===== config.mk =====
export PLATFORM = sky130hd
export DESIGN_NAME = boundary_scan_pattern_engine
export DESIGN_NICKNAME = d
export VERILOG_FILES = /design/src/hw/boundary_scan_pattern_engine.v
export VERILOG_INCLUDE_DIRS = /design/src /design/src/hw
export SDC_FILE = /design/constraint.sdc
export NUM_CORES = 1
export LEC_CHECK = 0
export ABC_AREA = 0
export BUFFER_PORTS_ARGS = -buffer_cell sky130_fd_sc_hd__buf_2
export CELL_PAD_IN_SITES_DETAIL_PLACEMENT = 1
export CELL_PAD_IN_SITES_GLOBAL_PLACEMENT = 2
export CORE_MARGIN = 4
export CORE_UTILIZATION = 38
export CTS_CLUSTER_SIZE = 14
export DETAILED_ROUTE_END_ITERATION = 7
export GPL_TIMING_DRIVEN = 0
export PLACE_DENSITY = 0.95
export SYNTH_ARGS = -nofsm -noshare
export SYNTH_HDL_FRONTEND = slang
export SYNTH_SLANG_ARGS = --single-unit

===== constraint.sdc =====
create_clock -name clk_sys -period 7.6 [get_ports clk_sys]
set_input_delay 1.52 -clock clk_sys [delete_from_list [all_inputs] [get_ports clk_sys]]
set_output_delay 1.52 -clock clk_sys [all_outputs]
set_load 0.1 [all_outputs]

===== src/hw/bscan_engine_consts.vh =====
// constants for the boundary-scan pattern engine
`ifndef BSCAN_ENGINE_CONSTS_VH
`define BSCAN_ENGINE_CONSTS_VH

// register offsets on the plain register port (byte addresses)
`define REG_CTRL_OFS 4'h0
`define REG_STATUS_OFS 4'h4
`define REG_SIG_OFS 4'h8
// control register fields and reset value
`define CTRL_RUN_EN_BIT 0
`define CTRL_RESET 1'b1
// status register fields
`define STAT_TAP_LSB 0
`define STAT_MODE_LSB 4
`define STAT_DIR_OK_BIT 7
`define STAT_A_TO_B_BIT 8
`define STAT_RUNNING_BIT 9

// instruction register
`define IR_LEN 8
`define IR_CAPTURE 8'h81
`define IR_BYPASS 8'hFF
`define IR_CTRL_SCAN_N 8'h8E
`define IR_CTRL_SCAN_T 8'h0F
`define IR_BOUNDARY_SCAN 8'h00
`define IR_BOUNDARY_READ 8'h87
`define IR_BOUNDARY_RUN 8'h09

// boundary chain layout
`define CHAIN_LEN 48
`define CELL_OE1_AB 47
`define CELL_OE2_AB 46
`define CELL_OE1_BA 45
`define CELL_OE2_BA 44
`define TCTL_LEN 3
`define TCTL_RESET 3'h0

// feedback tap masks
`define TAPS36 36'h800000801
`define TAPS18 18'h20041

// synchroniser depth for pin inputs
`define SYNC_STAGES 2

`endif


===== src/hw/boundary_scan_pattern_engine.v =====
// boundary-scan TAP with built-in pattern and signature engine
`timescale 1ns/1ns
`include "bscan_engine_consts.vh"

// Operation
// random pattern steps on TCK rise, shadow and pins follow on fall
// 36-bit random pattern is one LFSR across all data boundary cells
// host should scan a seed into the boundary chain before running
// an all-zero LFSR stays all zero, no new patterns
// 36-bit signature compresses input-mode pins on each TCK rise
// 36-bit signature mode holds shadow latches and keeps driving pins
// 18-bit signature on inputs plus 18-bit random pattern on outputs
// 18-bit signature on inputs plus 18-bit up-count on outputs
// feedback arrangement mirrors with transfer direction
// all test state changes only on TCK edges; run_en_reg changes on register-port writes instead
// TDI, TMS and pin inputs sampled on TCK rise
// TDO and pin outputs change only on TCK fall; pin enables also release after a TCK rise in Test-Logic-Reset
// host changes TMS on TCK fall, rise advances TAP
// serial data moves only in Shift-IR or Shift-DR
// host leaves Test-Logic-Reset with TMS low
// one IR scan, one DR scan, back to reset, all paced by TCK
// operation decoded from control register bits 2 to 0
// pattern operations run only under run instruction in Run-Test/Idle
// mixed or split direction behaves as bypass
// control cells 47-36 excluded, OE cells 47-44 gate the drivers
// tap positions are parameters of the module, cell order is fixed by the header defines
// count mode adds one per TCK rise, wraps to zero
module boundary_scan_pattern_engine #(
	parameter [35:0] TAPS36 = `TAPS36,
	parameter [17:0] TAPS18 = `TAPS18
) (
	// clock and reset
	input wire clk_sys,
	input wire rst_n,
	// test access port
	input wire tck,
	input wire tms,
	input wire tdi,
	output reg tdo,
	output reg tdo_oe_n,
	// a-side pins
	input wire [17:0] a_pin_in,
	output reg [17:0] a_pin_out,
	output reg [17:0] a_pin_oe_n,
	// b-side pins
	input wire [17:0] b_pin_in,
	output reg [17:0] b_pin_out,
	output reg [17:0] b_pin_oe_n,
	// register port
	input wire [3:0] reg_addr,
	input wire [31:0] reg_wdata,
	input wire reg_wr,
	input wire reg_rd,
	output reg [31:0] reg_rdata
);

	// tap states
	localparam [3:0] S_TLR = 4'hF;
	localparam [3:0] S_RTI = 4'hC;
	localparam [3:0] S_SELDR = 4'h7;
	localparam [3:0] S_CAPDR = 4'h6;
	localparam [3:0] S_SHDR = 4'h2;
	localparam [3:0] S_EX1DR = 4'h1;
	localparam [3:0] S_PSDR = 4'h3;
	localparam [3:0] S_EX2DR = 4'h0;
	localparam [3:0] S_UPDR = 4'h5;
	localparam [3:0] S_SELIR = 4'h4;
	localparam [3:0] S_CAPIR = 4'hE;
	localparam [3:0] S_SHIR = 4'hA;
	localparam [3:0] S_EX1IR = 4'h9;
	localparam [3:0] S_PSIR = 4'hB;
	localparam [3:0] S_EX2IR = 4'h8;
	localparam [3:0] S_UPIR = 4'hD;

	// operation codes, low two bits of the control register
	localparam [1:0] OP_TOGGLE = 2'h0;
	localparam [1:0] OP_RAND36 = 2'h1;
	localparam [1:0] OP_SIG36 = 2'h2;
	localparam [1:0] OP_SIG18 = 2'h3;

	// tap controller next state
	function [3:0] tap_step;
		input [3:0] s;
		input m;
		begin
			case (s)
			S_TLR: tap_step = m ? S_TLR : S_RTI;
			S_RTI: tap_step = m ? S_SELDR : S_RTI;
			S_SELDR: tap_step = m ? S_SELIR : S_CAPDR;
			S_CAPDR: tap_step = m ? S_EX1DR : S_SHDR;
			S_SHDR: tap_step = m ? S_EX1DR : S_SHDR;
			S_EX1DR: tap_step = m ? S_UPDR : S_PSDR;
			S_PSDR: tap_step = m ? S_EX2DR : S_PSDR;
			S_EX2DR: tap_step = m ? S_UPDR : S_SHDR;
			S_UPDR: tap_step = m ? S_SELDR : S_RTI;
			S_SELIR: tap_step = m ? S_TLR : S_CAPIR;
			S_CAPIR: tap_step = m ? S_EX1IR : S_SHIR;
			S_SHIR: tap_step = m ? S_EX1IR : S_SHIR;
			S_EX1IR: tap_step = m ? S_UPIR : S_PSIR;
			S_PSIR: tap_step = m ? S_EX2IR : S_PSIR;
			S_EX2IR: tap_step = m ? S_UPIR : S_SHIR;
			S_UPIR: tap_step = m ? S_SELDR : S_RTI;
			default: tap_step = S_TLR;
			endcase
		end
	endfunction

	// 36-bit lfsr step; xor feedback keeps all zeros locked at zero
	function [35:0] lfsr36;
		input [35:0] s;
		input up;
		reg fb;
		begin
			fb = ^(s & TAPS36);
			lfsr36 = up ? {s[34:0], fb} : {fb, s[35:1]};
		end
	endfunction

	// 18-bit lfsr step, mirrored with direction
	function [17:0] lfsr18;
		input [17:0] s;
		input up;
		reg fb;
		begin
			fb = ^(s & TAPS18);
			lfsr18 = up ? {s[16:0], fb} : {fb, s[17:1]};
		end
	endfunction

	// synchronisers: first stage read only by the second
	reg [2:0] tck_sync_reg;
	reg [1:0] tms_sync_reg;
	reg [1:0] tdi_sync_reg;
	reg [17:0] a_s1_reg, a_s2_reg, b_s1_reg, b_s2_reg;
	wire tck_rise, tck_fall;

	// test state
	reg [3:0] tap_reg;
	reg [7:0] ir_reg, ir_shift_reg;
	reg bypass_reg;
	reg [2:0] test_ctl_reg, test_ctl_shift_reg;
	reg [47:0] chain_reg, shadow_reg;
	reg run_en_reg;

	// combinational
	reg [35:0] step_next;
	reg [17:0] out_half, in_half, pins_in, new_out, new_in;
	wire sel_chain, sel_ctl, dir_ok, a_to_b, running, test_drive;
	wire [1:0] op;

	// two-flop sampling of tms, tdi and the pins, three flops for tck
	always @(posedge clk_sys) begin
		tck_sync_reg <= {tck_sync_reg[1:0], tck};
		tms_sync_reg <= {tms_sync_reg[0], tms};
		tdi_sync_reg <= {tdi_sync_reg[0], tdi};
		a_s1_reg <= a_pin_in;
		a_s2_reg <= a_s1_reg;
		b_s1_reg <= b_pin_in;
		b_s2_reg <= b_s1_reg;
	end

	// edge detect on stages two and three only
	assign tck_rise = tck_sync_reg[1] & ~tck_sync_reg[2];
	assign tck_fall = ~tck_sync_reg[1] & tck_sync_reg[2];

	// instruction decode
	assign sel_chain = (ir_reg == `IR_BOUNDARY_SCAN) ||
		(ir_reg == `IR_BOUNDARY_READ);
	assign sel_ctl = (ir_reg == `IR_CTRL_SCAN_N) ||
		(ir_reg == `IR_CTRL_SCAN_T);

	// direction from the output-enable shadow cells
	assign dir_ok = (shadow_reg[`CELL_OE1_AB] != shadow_reg[`CELL_OE1_BA]) &&
		(shadow_reg[`CELL_OE2_AB] != shadow_reg[`CELL_OE2_BA]) &&
		(shadow_reg[`CELL_OE1_AB] == shadow_reg[`CELL_OE2_AB]);
	assign a_to_b = ~shadow_reg[`CELL_OE1_AB];
	assign op = test_ctl_reg[1:0];
	assign running = (tap_reg == S_RTI) && run_en_reg && dir_ok &&
		(ir_reg == `IR_BOUNDARY_RUN);
	// a bad direction under the run instruction falls back to bypass
	assign test_drive = (ir_reg == `IR_BOUNDARY_SCAN) ||
		((ir_reg == `IR_BOUNDARY_RUN) && dir_ok);

	// one pattern step; control cells 47-36 never take part
	always @* begin
		out_half = a_to_b ? chain_reg[35:18] : chain_reg[17:0];
		in_half = a_to_b ? chain_reg[17:0] : chain_reg[35:18];
		pins_in = a_to_b ? a_s2_reg : b_s2_reg;
		new_in = in_half;
		new_out = out_half;
		case (op)
		OP_TOGGLE: begin
			new_in = pins_in;
			new_out = ~out_half;
		end
		OP_SIG18: begin
			new_in = lfsr18(in_half, a_to_b) ^ pins_in;
			if (test_ctl_reg[2])
				new_out = out_half + 18'h00001;
			else
				new_out = lfsr18(out_half, a_to_b);
		end
		default: ;
		endcase
		if (op == OP_RAND36)
			step_next = lfsr36(chain_reg[35:0], a_to_b);
		else if (op == OP_SIG36)
			step_next = lfsr36(chain_reg[35:0], a_to_b) ^
				(a_to_b ? {18'h00000, pins_in} :
				{pins_in, 18'h00000});
		else
			step_next = a_to_b ? {new_out, new_in} : {new_in, new_out};
	end

	// tap, scan registers and pattern engine, all on tck edges
	always @(posedge clk_sys) begin
		if (!rst_n) begin
			tap_reg <= S_TLR;
			ir_reg <= `IR_BYPASS;
			ir_shift_reg <= 8'h00;
			bypass_reg <= 1'b0;
			test_ctl_reg <= `TCTL_RESET;
			test_ctl_shift_reg <= 3'h0;
			chain_reg <= 48'h000000000000;
			shadow_reg <= 48'hF00000000000;
			tdo <= 1'b0;
			tdo_oe_n <= 1'b1;
		end else begin
			if (tck_rise) begin
				tap_reg <= tap_step(tap_reg, tms_sync_reg[1]);
				case (tap_reg)
				S_TLR: ir_reg <= `IR_BYPASS;
				S_CAPIR: ir_shift_reg <= `IR_CAPTURE;
				S_SHIR: ir_shift_reg <= {tdi_sync_reg[1],
					ir_shift_reg[7:1]};
				S_CAPDR: begin
					bypass_reg <= 1'b0;
					if (ir_reg == `IR_BOUNDARY_SCAN)
						chain_reg[35:0] <= {b_s2_reg, a_s2_reg};
					if (sel_ctl)
						test_ctl_shift_reg <= test_ctl_reg;
				end
				S_SHDR: begin
					if (sel_chain)
						chain_reg <= {tdi_sync_reg[1],
							chain_reg[47:1]};
					else if (sel_ctl)
						test_ctl_shift_reg <= {tdi_sync_reg[1],
							test_ctl_shift_reg[2:1]};
					else
						bypass_reg <= tdi_sync_reg[1];
				end
				S_RTI: if (running)
					chain_reg[35:0] <= step_next;
				default: ;
				endcase
			end
			if (tck_fall) begin
				// tdo only moves on the falling edge
				if (tap_reg == S_SHIR) begin
					tdo <= ir_shift_reg[0];
					tdo_oe_n <= 1'b0;
				end else if (tap_reg == S_SHDR) begin
					tdo <= sel_chain ? chain_reg[0] :
						sel_ctl ? test_ctl_shift_reg[0] : bypass_reg;
					tdo_oe_n <= 1'b0;
				end else
					tdo_oe_n <= 1'b1;
				case (tap_reg)
				S_UPIR: ir_reg <= ir_shift_reg;
				S_UPDR: begin
					if (ir_reg == `IR_BOUNDARY_SCAN)
						shadow_reg <= chain_reg;
					if (sel_ctl)
						test_ctl_reg <= test_ctl_shift_reg;
				end
				// shadow of output cells follows, except in 36-bit signature
				S_RTI: if (running && (op != OP_SIG36)) begin
					if (a_to_b)
						shadow_reg[35:18] <= chain_reg[35:18];
					else
						shadow_reg[17:0] <= chain_reg[17:0];
				end
				default: ;
				endcase
			end
		end
	end

	// pin drivers follow the shadow latches, re-timed by one clk
	always @(posedge clk_sys) begin
		if (!rst_n) begin
			a_pin_out <= 18'h00000;
			b_pin_out <= 18'h00000;
			a_pin_oe_n <= 18'h3FFFF;
			b_pin_oe_n <= 18'h3FFFF;
		end else begin
			a_pin_out <= shadow_reg[17:0];
			b_pin_out <= shadow_reg[35:18];
			// oe cells gate each byte even during pattern runs
			if (test_drive) begin
				a_pin_oe_n <= {{9{shadow_reg[`CELL_OE2_BA]}},
					{9{shadow_reg[`CELL_OE1_BA]}}};
				b_pin_oe_n <= {{9{shadow_reg[`CELL_OE2_AB]}},
					{9{shadow_reg[`CELL_OE1_AB]}}};
			end else begin
				a_pin_oe_n <= 18'h3FFFF;
				b_pin_oe_n <= 18'h3FFFF;
			end
		end
	end

	// register port; read data stands one cycle only
	always @(posedge clk_sys) begin
		if (!rst_n) begin
			run_en_reg <= `CTRL_RESET;
			reg_rdata <= 32'h00000000;
		end else begin
			if (reg_wr && (reg_addr == `REG_CTRL_OFS))
				run_en_reg <= reg_wdata[`CTRL_RUN_EN_BIT];
			reg_rdata <= 32'h00000000;
			if (reg_rd) begin
				case (reg_addr)
				`REG_CTRL_OFS: reg_rdata <= {31'h00000000, run_en_reg};
				`REG_STATUS_OFS: reg_rdata <= {22'h000000, running,
					a_to_b, dir_ok, test_ctl_reg, tap_reg};
				`REG_SIG_OFS: reg_rdata <= {14'h0000, a_to_b ?
					chain_reg[17:0] : chain_reg[35:18]};
				default: reg_rdata <= 32'h00000000;
				endcase
			end
		end
	end

endmodule


After elaboration in Yosys (flattened, before gate mapping)
Cells that the tools add are included.
{"block": "word_totals", "register_bits": 293, "in_bits": 79, "word_cells": 166}
{"block": "classes", "n_reduce_logical": 38, "addsub": 1, "muxes": 54, "bitwise": 8, "eq_ne": 39}
{"operator": "$mux 36", "n": 10}
{"operator": "$mux 18", "n": 8}
{"operator": "$pmux 36 s3", "n": 1}
{"operator": "$pmux 18 s2", "n": 2}
{"operator": "$pmux 36 s2", "n": 1}
{"operator": "$pmux 18 s3", "n": 1}
{"operator": "$pmux 4 s12", "n": 1}
{"operator": "$eq 4x4->1 const B", "n": 9}
{"operator": "$reduce_xor 18->1", "n": 2}
{"operator": "$reduce_xor 36->1", "n": 1}
{"operator": "$xor 36x36->36", "n": 1}
{"operator": "$mux 8", "n": 4}
{"operator": "$ne 2x2->1 const B", "n": 11}
{"operator": "$mux 3", "n": 7}
{"operator": "$eq 4x3->1 const B", "n": 5}
{"operator": "$reduce_and 5->1", "n": 4}
{"operator": "$add 18x1->18 const B", "n": 1}
{"operator": "$not 18->18", "n": 1}
{"operator": "$xor 18x18->18", "n": 1}
{"operator": "$eq 8x4->1 const B", "n": 2}
{"operator": "$eq 8x8->1 const B", "n": 2}
{"operator": "$pmux 8 s2", "n": 1}
{"operator": "$mux 2", "n": 6}
{"operator": "$mux 1", "n": 9}
{"operator": "other kinds (24)", "n": 49}

Longest topological paths before layout
Gate-level depths: netlist of run 1.
{"block": "logic_depth", "depth_word": 10, "mapped_depth": 16}

Least setup slack after synthesis of run 1
OpenSTA, ideal clock, no wires.
{"block": "synth_path", "kind": "register to register", "startpoint": "reg shadow_reg[47]", "endpoint": "reg chain_reg[26]", "path_stages_with_launch": 17, "arrival_time_ps": 3168, "slack_ps": 4304, "setup_time_ps": 128, "period_less_slack_ps": 3296, "path_cell_list": "dfxtp_1 > buf_6 > buf_6 > buf_4 > buf_4 > buf_2 > buf_2 > buf_2 > nand2_1 > nand2_1 > ha_1 > nand4_2 > a221oi_4 > o21ai_2 > a221o_1 > a2111oi_0 > nor2_1"}
{"block": "synth_between", "elab_chain_cells": 9}
{"element": "from (decl)", "line": "boundary_scan_pattern_engine.v:142", "source": "reg [47:0] chain_reg, shadow_reg;"}
{"element": "from (signal assigned)", "line": "boundary_scan_pattern_engine.v:273", "source": "shadow_reg <= chain_reg;"}
{"element": "$mux 18, on equally long branches", "line": "boundary_scan_pattern_engine.v:186, boundary_scan_pattern_engine.v:187"}
{"element": "$add 18x1->18 or $mux 18 (tied branches)", "line": "boundary_scan_pattern_engine.v:199, boundary_scan_pattern_engine.v:126"}
{"element": "$mux 18 or $xor 18x18->18 (tied branches)", "line": "boundary_scan_pattern_engine.v:198, boundary_scan_pattern_engine.v:197"}
{"element": "$pmux 18 s2", "line": "boundary_scan_pattern_engine.v:191", "source": "case (op)"}
{"element": "$mux 36", "line": "boundary_scan_pattern_engine.v:212", "source": "step_next = a_to_b ? {new_out, new_in} : {new_in, new_out};"}
{"element": "$mux 36", "line": "boundary_scan_pattern_engine.v:207", "source": "else if (op == OP_SIG36)"}
{"element": "$mux 36", "line": "boundary_scan_pattern_engine.v:205", "source": "if (op == OP_RAND36)"}
{"element": "$mux 36", "line": "boundary_scan_pattern_engine.v:253", "source": "S_RTI: if (running)"}
{"element": "$pmux 36 s3", "line": "boundary_scan_pattern_engine.v:231", "source": "case (tap_reg)"}
{"element": "to (signal assigned)", "line": "boundary_scan_pattern_engine.v:239", "source": "chain_reg[35:0] <= {b_s2_reg, a_s2_reg};"}
{"element": "to (signal assigned)", "line": "boundary_scan_pattern_engine.v:245", "source": "chain_reg <= {tdi_sync_reg[1],"}
{"element": "to (signal assigned)", "line": "boundary_scan_pattern_engine.v:254", "source": "chain_reg[35:0] <= step_next;"}
{"element": "to (decl)", "line": "boundary_scan_pattern_engine.v:142"}
Parallel ways exist; a longest one is shown, timed or not. The select of a mux whose other input is x is not followed.
A chain may end at the register's enable or synchronous reset.

Worst setup path in the final report of run 1
Same ends and word-level chain as after synthesis.

==> parameters.txt, run 1 <==
Parameter                              Value

Timing
  Unrepaired setup endpoints after global routing    no
  Final period utilization    70.71%
  Total count of hold-check failures in the final report    0
  Rel. slew slack    3.584%
  Final WS setup    2.226 ns
  Max Freq    0.1861 GHz
  Measured slew at the worst slew-check pin    1.443 ns
  Clock skew after layout    0.01336 ns
  Max-slew violation count    0
  Minimum clock period after layout    5.374 ns
  Setup-failing EPs final    0
  Accumulated negative setup slack    0 ns
  Worst hold slack across all endpoints    0.3219 ns

Logic synthesis
  Synth cell count leaders    dfxtp_1 (255), nand2_1 (164), nor2_1 (130)
  Area fraction in compound gates after synthesis    22.76%
  Warnings, synthesis    0
  Number of synthesized register bits    255
  Synth area leader    dfxtp_1
  Xor and xnor fraction of the mapped netlist area    3.035%
  Cell with the most instances after synthesis    dfxtp_1
  Yosys top cell area share    36.74%
  Share of synthesized area spent on multiplexers    7.853%
  Number of library cell types mapped by synthesis    99
  Async SR Flop Fraction    0%
  Synthesized instance count    1667
  Biggest area contributors in the synthesized netlist    dfxtp_1 (37%), mux2i_1 (6.6%), nand2_1 (4.4%)
  Simple logic cell fraction of the synthesized area    20.88%
  Main synth FF type    dfxtp_1
  Post-synth EDFFs    0
  Fraction of the mapped netlist area in adder cells    0.4503%
  Share of the yosys chip area belonging to registers    36.74%
  Area of the mapped netlist    13890 um^2
  Avg Inst Size Synth    8.334 um^2
  Combinational family with the most area after synthesis    compound AO/OA/AOI/OAI gates

Power and ir drop
  IR drop worst, VDD    0.2083 mV
  Leakage    6.786 nW
  Power Density    186.9 nW/um^2

Cells and area
  Largest register FFs    48
  Filler cell count in the final layout    4319
  Proportion of layout cells with a drive suffix above 1    18.23%
  Area added between synthesis and finish    16.67%
  Net count of the finished layout    1933

Drt
  Met2 wire length    32730 um
  Final routed wire length divided by cell count    33.46 um
  Count of vias placed by the detailed router    15240
  Met1 routed wirelength after detailed routing    31240 um
  Number of DRC violations after detailed-routing iteration 0    1847
  Number of detailed-routing iterations run before antenna repair    5
  DR WL met3    8683 um
  DRT Wirelength    78100 um
  Vias per cell    6.530
  DRC violation count after routing    0
  Highest Signal Layer    met5
  Number of nets with antenna violations after routing    0

GRT
  GRT Util Overall    38.28%
  Largest net degree at the start of global routing    14
  First-pass GRT wire length    109800 um
  Via count of the first global-routing pass    15310
  Grt ovf    0
  Initial antenna violation count    5

Critical path
  Worst path arrival time    5.80 ns
  Kind of cell with the highest combined delay on the critical path    buffers and inverters
  Startpoint types    flip-flop
  Combined buffer and inverter count along the critical path    7
  Largest driver fanout on the critical path    10
  Crit end category    flip-flop
  Critical setup path kind    reg -> reg
  Required time worst endpoint    8.03 ns
  Slowest cell delay on critical path    0.78 ns
  Cell with the most instances on the worst path    buf_2
  CP max stage cell    a2111oi_0
  Crit path cell chain    buf_6 -> buf_6 -> buf_4 -> buf_4 -> buf_2 -> buf_2 -> buf_2 -> nand2_1 -> nand2_1 -> ha_1 -> nand4_2 -> a221oi_4 -> o21ai_2 -> a221o_1 -> a2111oi_0 -> nor2_1

Placement
  HPWL Detailed    55850 um
  Final weighted congestion in routability-driven placement    1.032
  Number of input and output port buffers inserted    139
  Pre-CTS setup slack    2.462 ns

Floorplanning
  Starting density of the core    38.78%
  Count of standard-cell rows    69
  Total core area    35830 um^2
  Count of boundary I/O pins    185
  Overall die width    199.2 um
  Floorplan die area    39680 um^2
  Die height    199.2 um

Clocking
  Skew-Pair Late Insertion Delay    0.58 ns
  Total clock buffers created by CTS    28
  Number of clock sinks    255
  H-tree depth reported by CTS    1
  Number of buffers on the longest clock path    3
  Cts-stage hold buffer count    0
  Post-CTS clock slew at the launch and capture registers of the worst setup and hold paths    0.07 ns
  CTS Root Cell    clkbuf_16
  Number of gates given a new drive strength after cts    0
  Postcts setup bufs    0
  CTS tree    yes

Flow run
  Max-capacitance violation count    0

Status
  Outcome    completed

Min path
  Class of the tightest hold or removal check    reg -> reg
## routing by layer
| layer | global-route usage [%] | vias up |
|---|---|---|
| met5 | 0 | - |
| met4 | 20.31 | 4 |
| met3 | 10.42 | 327 |
| met2 | 57.81 | 1079 |
| met1 | 49.92 | 7448 |
| li1 | - | 6383 |
## layout by cell type, fill, tap and decap left out, types with 20 or more instances in the layout
cell,n
mux2i_1,91
clkbuf_1,103
nor2b_1,20
buf_2,176
buf_4,56
inv_1,20
o22ai_1,26
o211ai_1,25
and2_1,45
a31oi_1,42
nand3_1,47
nand2b_1,36
nor3_1,30
a221oi_1,30
xnor2_1,25
nor2_1,130
a21oi_1,102
nand2_1,164
o21ai_0,87
dfxtp_1,255
clkbuf_16,29
## path summary, 6_finish.rpt
path,slack [ns],to,depth (start not counted),from
hold / removal,0.32,b_s2_reg[15],0,b_s1_reg[15]
setup / recovery,2.23,chain_reg[26],16,shadow_reg[47]
hold reg to reg,0.32,b_s2_reg[15],0,b_s1_reg[15]
setup reg to reg,2.23,chain_reg[26],16,shadow_reg[47]
## through the flow
step | util [%] | instance area, um^2 | power, mW | cells
2_1_floorplan | - | 13940 | 1.512 | 1680
3_3_place_gp | 42.47 | 15210 | 1.566 | 2280
3_5_place_dp | 42.47 | 15210 | 1.570 | 2280
4_1_cts | 45.23 | 16200 | 3.035 | 2332
5_1_grt | 45.23 | 16200 | 3.114 | 2332
6_report | 45.24 | 16210 | 3.029 | 2334
## logic make-up (layout without fill, tap and decap cells)
| group | count (synthesis) | count (layout) |
|---|---|---|
| buffers and inverters | 225 | 416 |
| XOR/XNOR | 45 | 45 |
| flip-flops | 255 | 255 |
| AND/OR/NAND/NOR | 566 | 566 |
| AO/OA/AOI/OAI | 464 | 464 |
| multiplexers | 106 | 106 |
| adder cells (fa/ha/maj) | 5 | 5 |
| other | 1 | 16 |
## power breakdown
part / internal (mW) / switching (mW) / leakage (nW)
combinational: 0.0489 / 0.111 / 4.21
sequential: 1.36 / 0.0240 / 2.09
clock: 0.883 / 0.600 / 0.492
total: 2.29 / 0.735 / 6.79
## cell type report
type	instances	area, um^2	share of cell area [%]
plain buffers	205	1071	6.608
multi-input cells	1200	7691	47.45
repair buffers	139	695.7	4.292
clock buffers	39	813.3	5.017
inverters	20	75.07	0.4631
diodes	2	5.005	0.03088
flip-flops and latches	255	5105	31.49
well taps	461	576.8	3.558
clock inverters	13	176.4	1.088
No activity file was read; power rests on OpenSTA's default activity.
==> run 2, diff against run 1 <==
--- a/config.mk
+++ b/config.mk
@@ -11,11 +11,11 @@
 export CELL_PAD_IN_SITES_DETAIL_PLACEMENT = 1
 export CELL_PAD_IN_SITES_GLOBAL_PLACEMENT = 2
 export CORE_MARGIN = 4
-export CORE_UTILIZATION = 38
+export CORE_UTILIZATION = 35
 export CTS_CLUSTER_SIZE = 14
 export DETAILED_ROUTE_END_ITERATION = 7
 export GPL_TIMING_DRIVEN = 0
-export PLACE_DENSITY = 0.95
+export PLACE_DENSITY = 0.92
 export SYNTH_ARGS = -nofsm -noshare
 export SYNTH_HDL_FRONTEND = slang
 export SYNTH_SLANG_ARGS = --single-unit
==> constraint.sdc (replaced) <==
create_clock -name clk_sys -period 5.1 [get_ports clk_sys]
set_input_delay 1.02 -clock clk_sys [delete_from_list [all_inputs] [get_ports clk_sys]]
set_output_delay 1.02 -clock clk_sys [all_outputs]
set_load 0.1 [all_outputs]
==> parameters.txt, run 2 (synthesis gave the netlist of run 1 again) <==
Parameter                              Value

Timing
  Unrepaired setup endpoints after global routing    no
  Setup-failing EPs final    0
  Final WS setup    0.2984 ns
  Minimum clock period after layout    4.802 ns
  Rel. slew slack    6.582%
  Measured slew at the worst slew-check pin    1.387 ns
  Worst hold slack across all endpoints    0.3188 ns
  Total count of hold-check failures in the final report    0
  Final period utilization    94.15%
  Clock skew after layout    0.02779 ns
  Max-slew violation count    0
  Max Freq    0.2083 GHz

Clocking
  Number of buffers on the longest clock path    3
  Total clock buffers created by CTS    29
  CTS tree    yes
  Number of clock sinks    255
  Skew-Pair Late Insertion Delay    0.59 ns
  Post-CTS clock slew at the launch and capture registers of the worst setup and hold paths    0.07 ns
  CTS Root Cell    clkbuf_16
  Cts-stage hold buffer count    0
  H-tree depth reported by CTS    1

Critical path
  Kind of cell with the highest combined delay on the critical path    buffers and inverters
  Crit path depth    15
  Crit path cell chain    buf_6 -> buf_6 -> buf_4 -> buf_4 -> buf_4 -> buf_4 -> nand2_1 -> nand2_1 -> ha_1 -> nand4_2 -> a221oi_4 -> nand3_1 -> xnor2_1 -> nor4_1 -> o311a_1
  Reg2reg path depth    15
  Critical setup path kind    reg -> reg
  Startpoint types    flip-flop
  Crit end category    flip-flop
  Combined buffer and inverter count along the critical path    6
  Largest driver fanout on the critical path    19
  Cell with the most instances on the worst path    buf_4
  Worst path arrival time    5.32 ns
  CP max stage cell    a221oi_4
  Slowest cell delay on critical path    0.57 ns
  Reg2Reg Setup Slack    0.30 ns
  Worst r2r src    shadow_reg[47]
  Required time worst endpoint    5.62 ns
  FF-to-FF End    chain_reg[30]

GRT
  Grt ovf    0
  Initial antenna violation count    0
  Largest net degree at the start of global routing    15
  GRT Util Overall    34.32%
  First-pass GRT wire length    110000 um
  Via count of the first global-routing pass    15030

Min path
  Class of the tightest hold or removal check    reg -> reg
  Min-Delay Path Depth    0
  Worst min-delay path endpoint    a_s2_reg[13]
  Hold_sp    a_s1_reg[13]

Drt
  Number of DRC violations after detailed-routing iteration 0    2073
  Vias per cell    6.408
  DRT Wirelength    77610 um
  DRC violation count after routing    0
  Final routed wire length divided by cell count    32.44 um
  Number of nets with antenna violations after routing    0
  Count of vias placed by the detailed router    15330
  Number of detailed-routing iterations run before antenna repair    5

Floorplanning
  Starting density of the core    35.70%
  Count of boundary I/O pins    185
  Overall die width    207.2 um
  Floorplan die area    42950 um^2
  Die height    207.2 um
  Count of standard-cell rows    72
  Total core area    38920 um^2

Placement
  Placed Area    15290 um^2
  Pre-CTS setup slack    -0.1739 ns
  Number of input and output port buffers inserted    139
  HPWL Detailed    55700 um
  Final weighted congestion in routability-driven placement    1.044

Cells and area
  Area added between synthesis and finish    17.37%
  Post-route cell area    16310 um^2
  Proportion of layout cells with a drive suffix above 1    18.33%
  Net count of the finished layout    1933
  Most frequent standard cell in the layout excluding fill and tap cells    dfxtp_1
  Largest register FFs    48
  Commonest non-fill, non-tap cells in the layout    dfxtp_1 (255), buf_2 (173), nand2_1 (164)

Status
  Outcome    completed

Power and ir drop
  Power Density    278.2 nW/um^2
  IR drop worst, VDD    0.2181 mV
  Leakage    6.798 nW

Flow run
  Max-capacitance violation count    0
[run 2: changes by cell type in the layout (fill, tap and decap cells not counted), sizes merged]
cell    change
clkbuf      -2
inv         +2
clkinv      +1
diode       +1
buf         -1
[run 2: area by class of cell]
| cell class | instances | area [um^2] |
|---|---|---|
| timing repair buffer | 139 | 695.7 |
| inverter | 20 | 75.07 |
| buffer | 204 | 1071 |
| clock inverter | 16 | 206.4 |
| antenna | 3 | 7.507 |
| fill | 4751 | 22610 |
| clock buffer | 37 | 805.8 |
| multi-input combinational | 1200 | 7692 |
| tap | 518 | 648.1 |
| sequential | 255 | 5105 |
[run 2: how the worst max path moves through the flow]
stage	start	end	slack [ns]
finish	shadow_reg[47]	chain_reg[30]	0.30
global route	shadow_reg[47]	chain_reg[26]	0.22
CTS	shadow_reg[47]	chain_reg[26]	0.11
detailed placement	shadow_reg[47]	chain_reg[26]	-0.17
global placement	shadow_reg[47]	chain_reg[26]	-0.18
floorplan	shadow_reg[47]	chain_reg[26]	1.80
[run 2: routing by layer]
| layer | part of all wire (%) | vias up | global-route usage, % |
|---|---|---|---|
| met4 | 6.7 | 0 | 18.33 |
| met5 | 0 | - | 0 |
| li1 | - | 6374 | - |
| met1 | 41 | 7588 | 46.40 |
| met3 | 11 | 298 | 7.874 |
| met2 | 42 | 1067 | 50.96 |
[run 2: what timing repair did]
action / 4_1_cts / 5_1_grt
setup buffers: 0 / 0
gates resized for setup: 2 / 1
endpoints found under the setup margin: 3 / 2
[run 2: metrics by stage]
stage / setup TNS (ns) / cells / util (%) / power, mW
3_5_place_dp: -0.3338 / 2337 / 39.28 / 2.339
5_1_grt: 0 / 2389 / 41.88 / 4.667
2_1_floorplan: 0 / 1680 / - / 2.254
3_3_place_gp: -0.4203 / 2337 / 39.28 / 2.333
6_report: 0 / 2392 / 41.90 / 4.536
4_1_cts: 0 / 2390 / 41.89 / 4.564
[run 2: where the power goes]
group	internal [mW]	total (mW)	switching [mW]
clock network	1.32	2.23	0.910
registers	2.03	2.07	0.0361
logic	0.0729	0.236	0.163
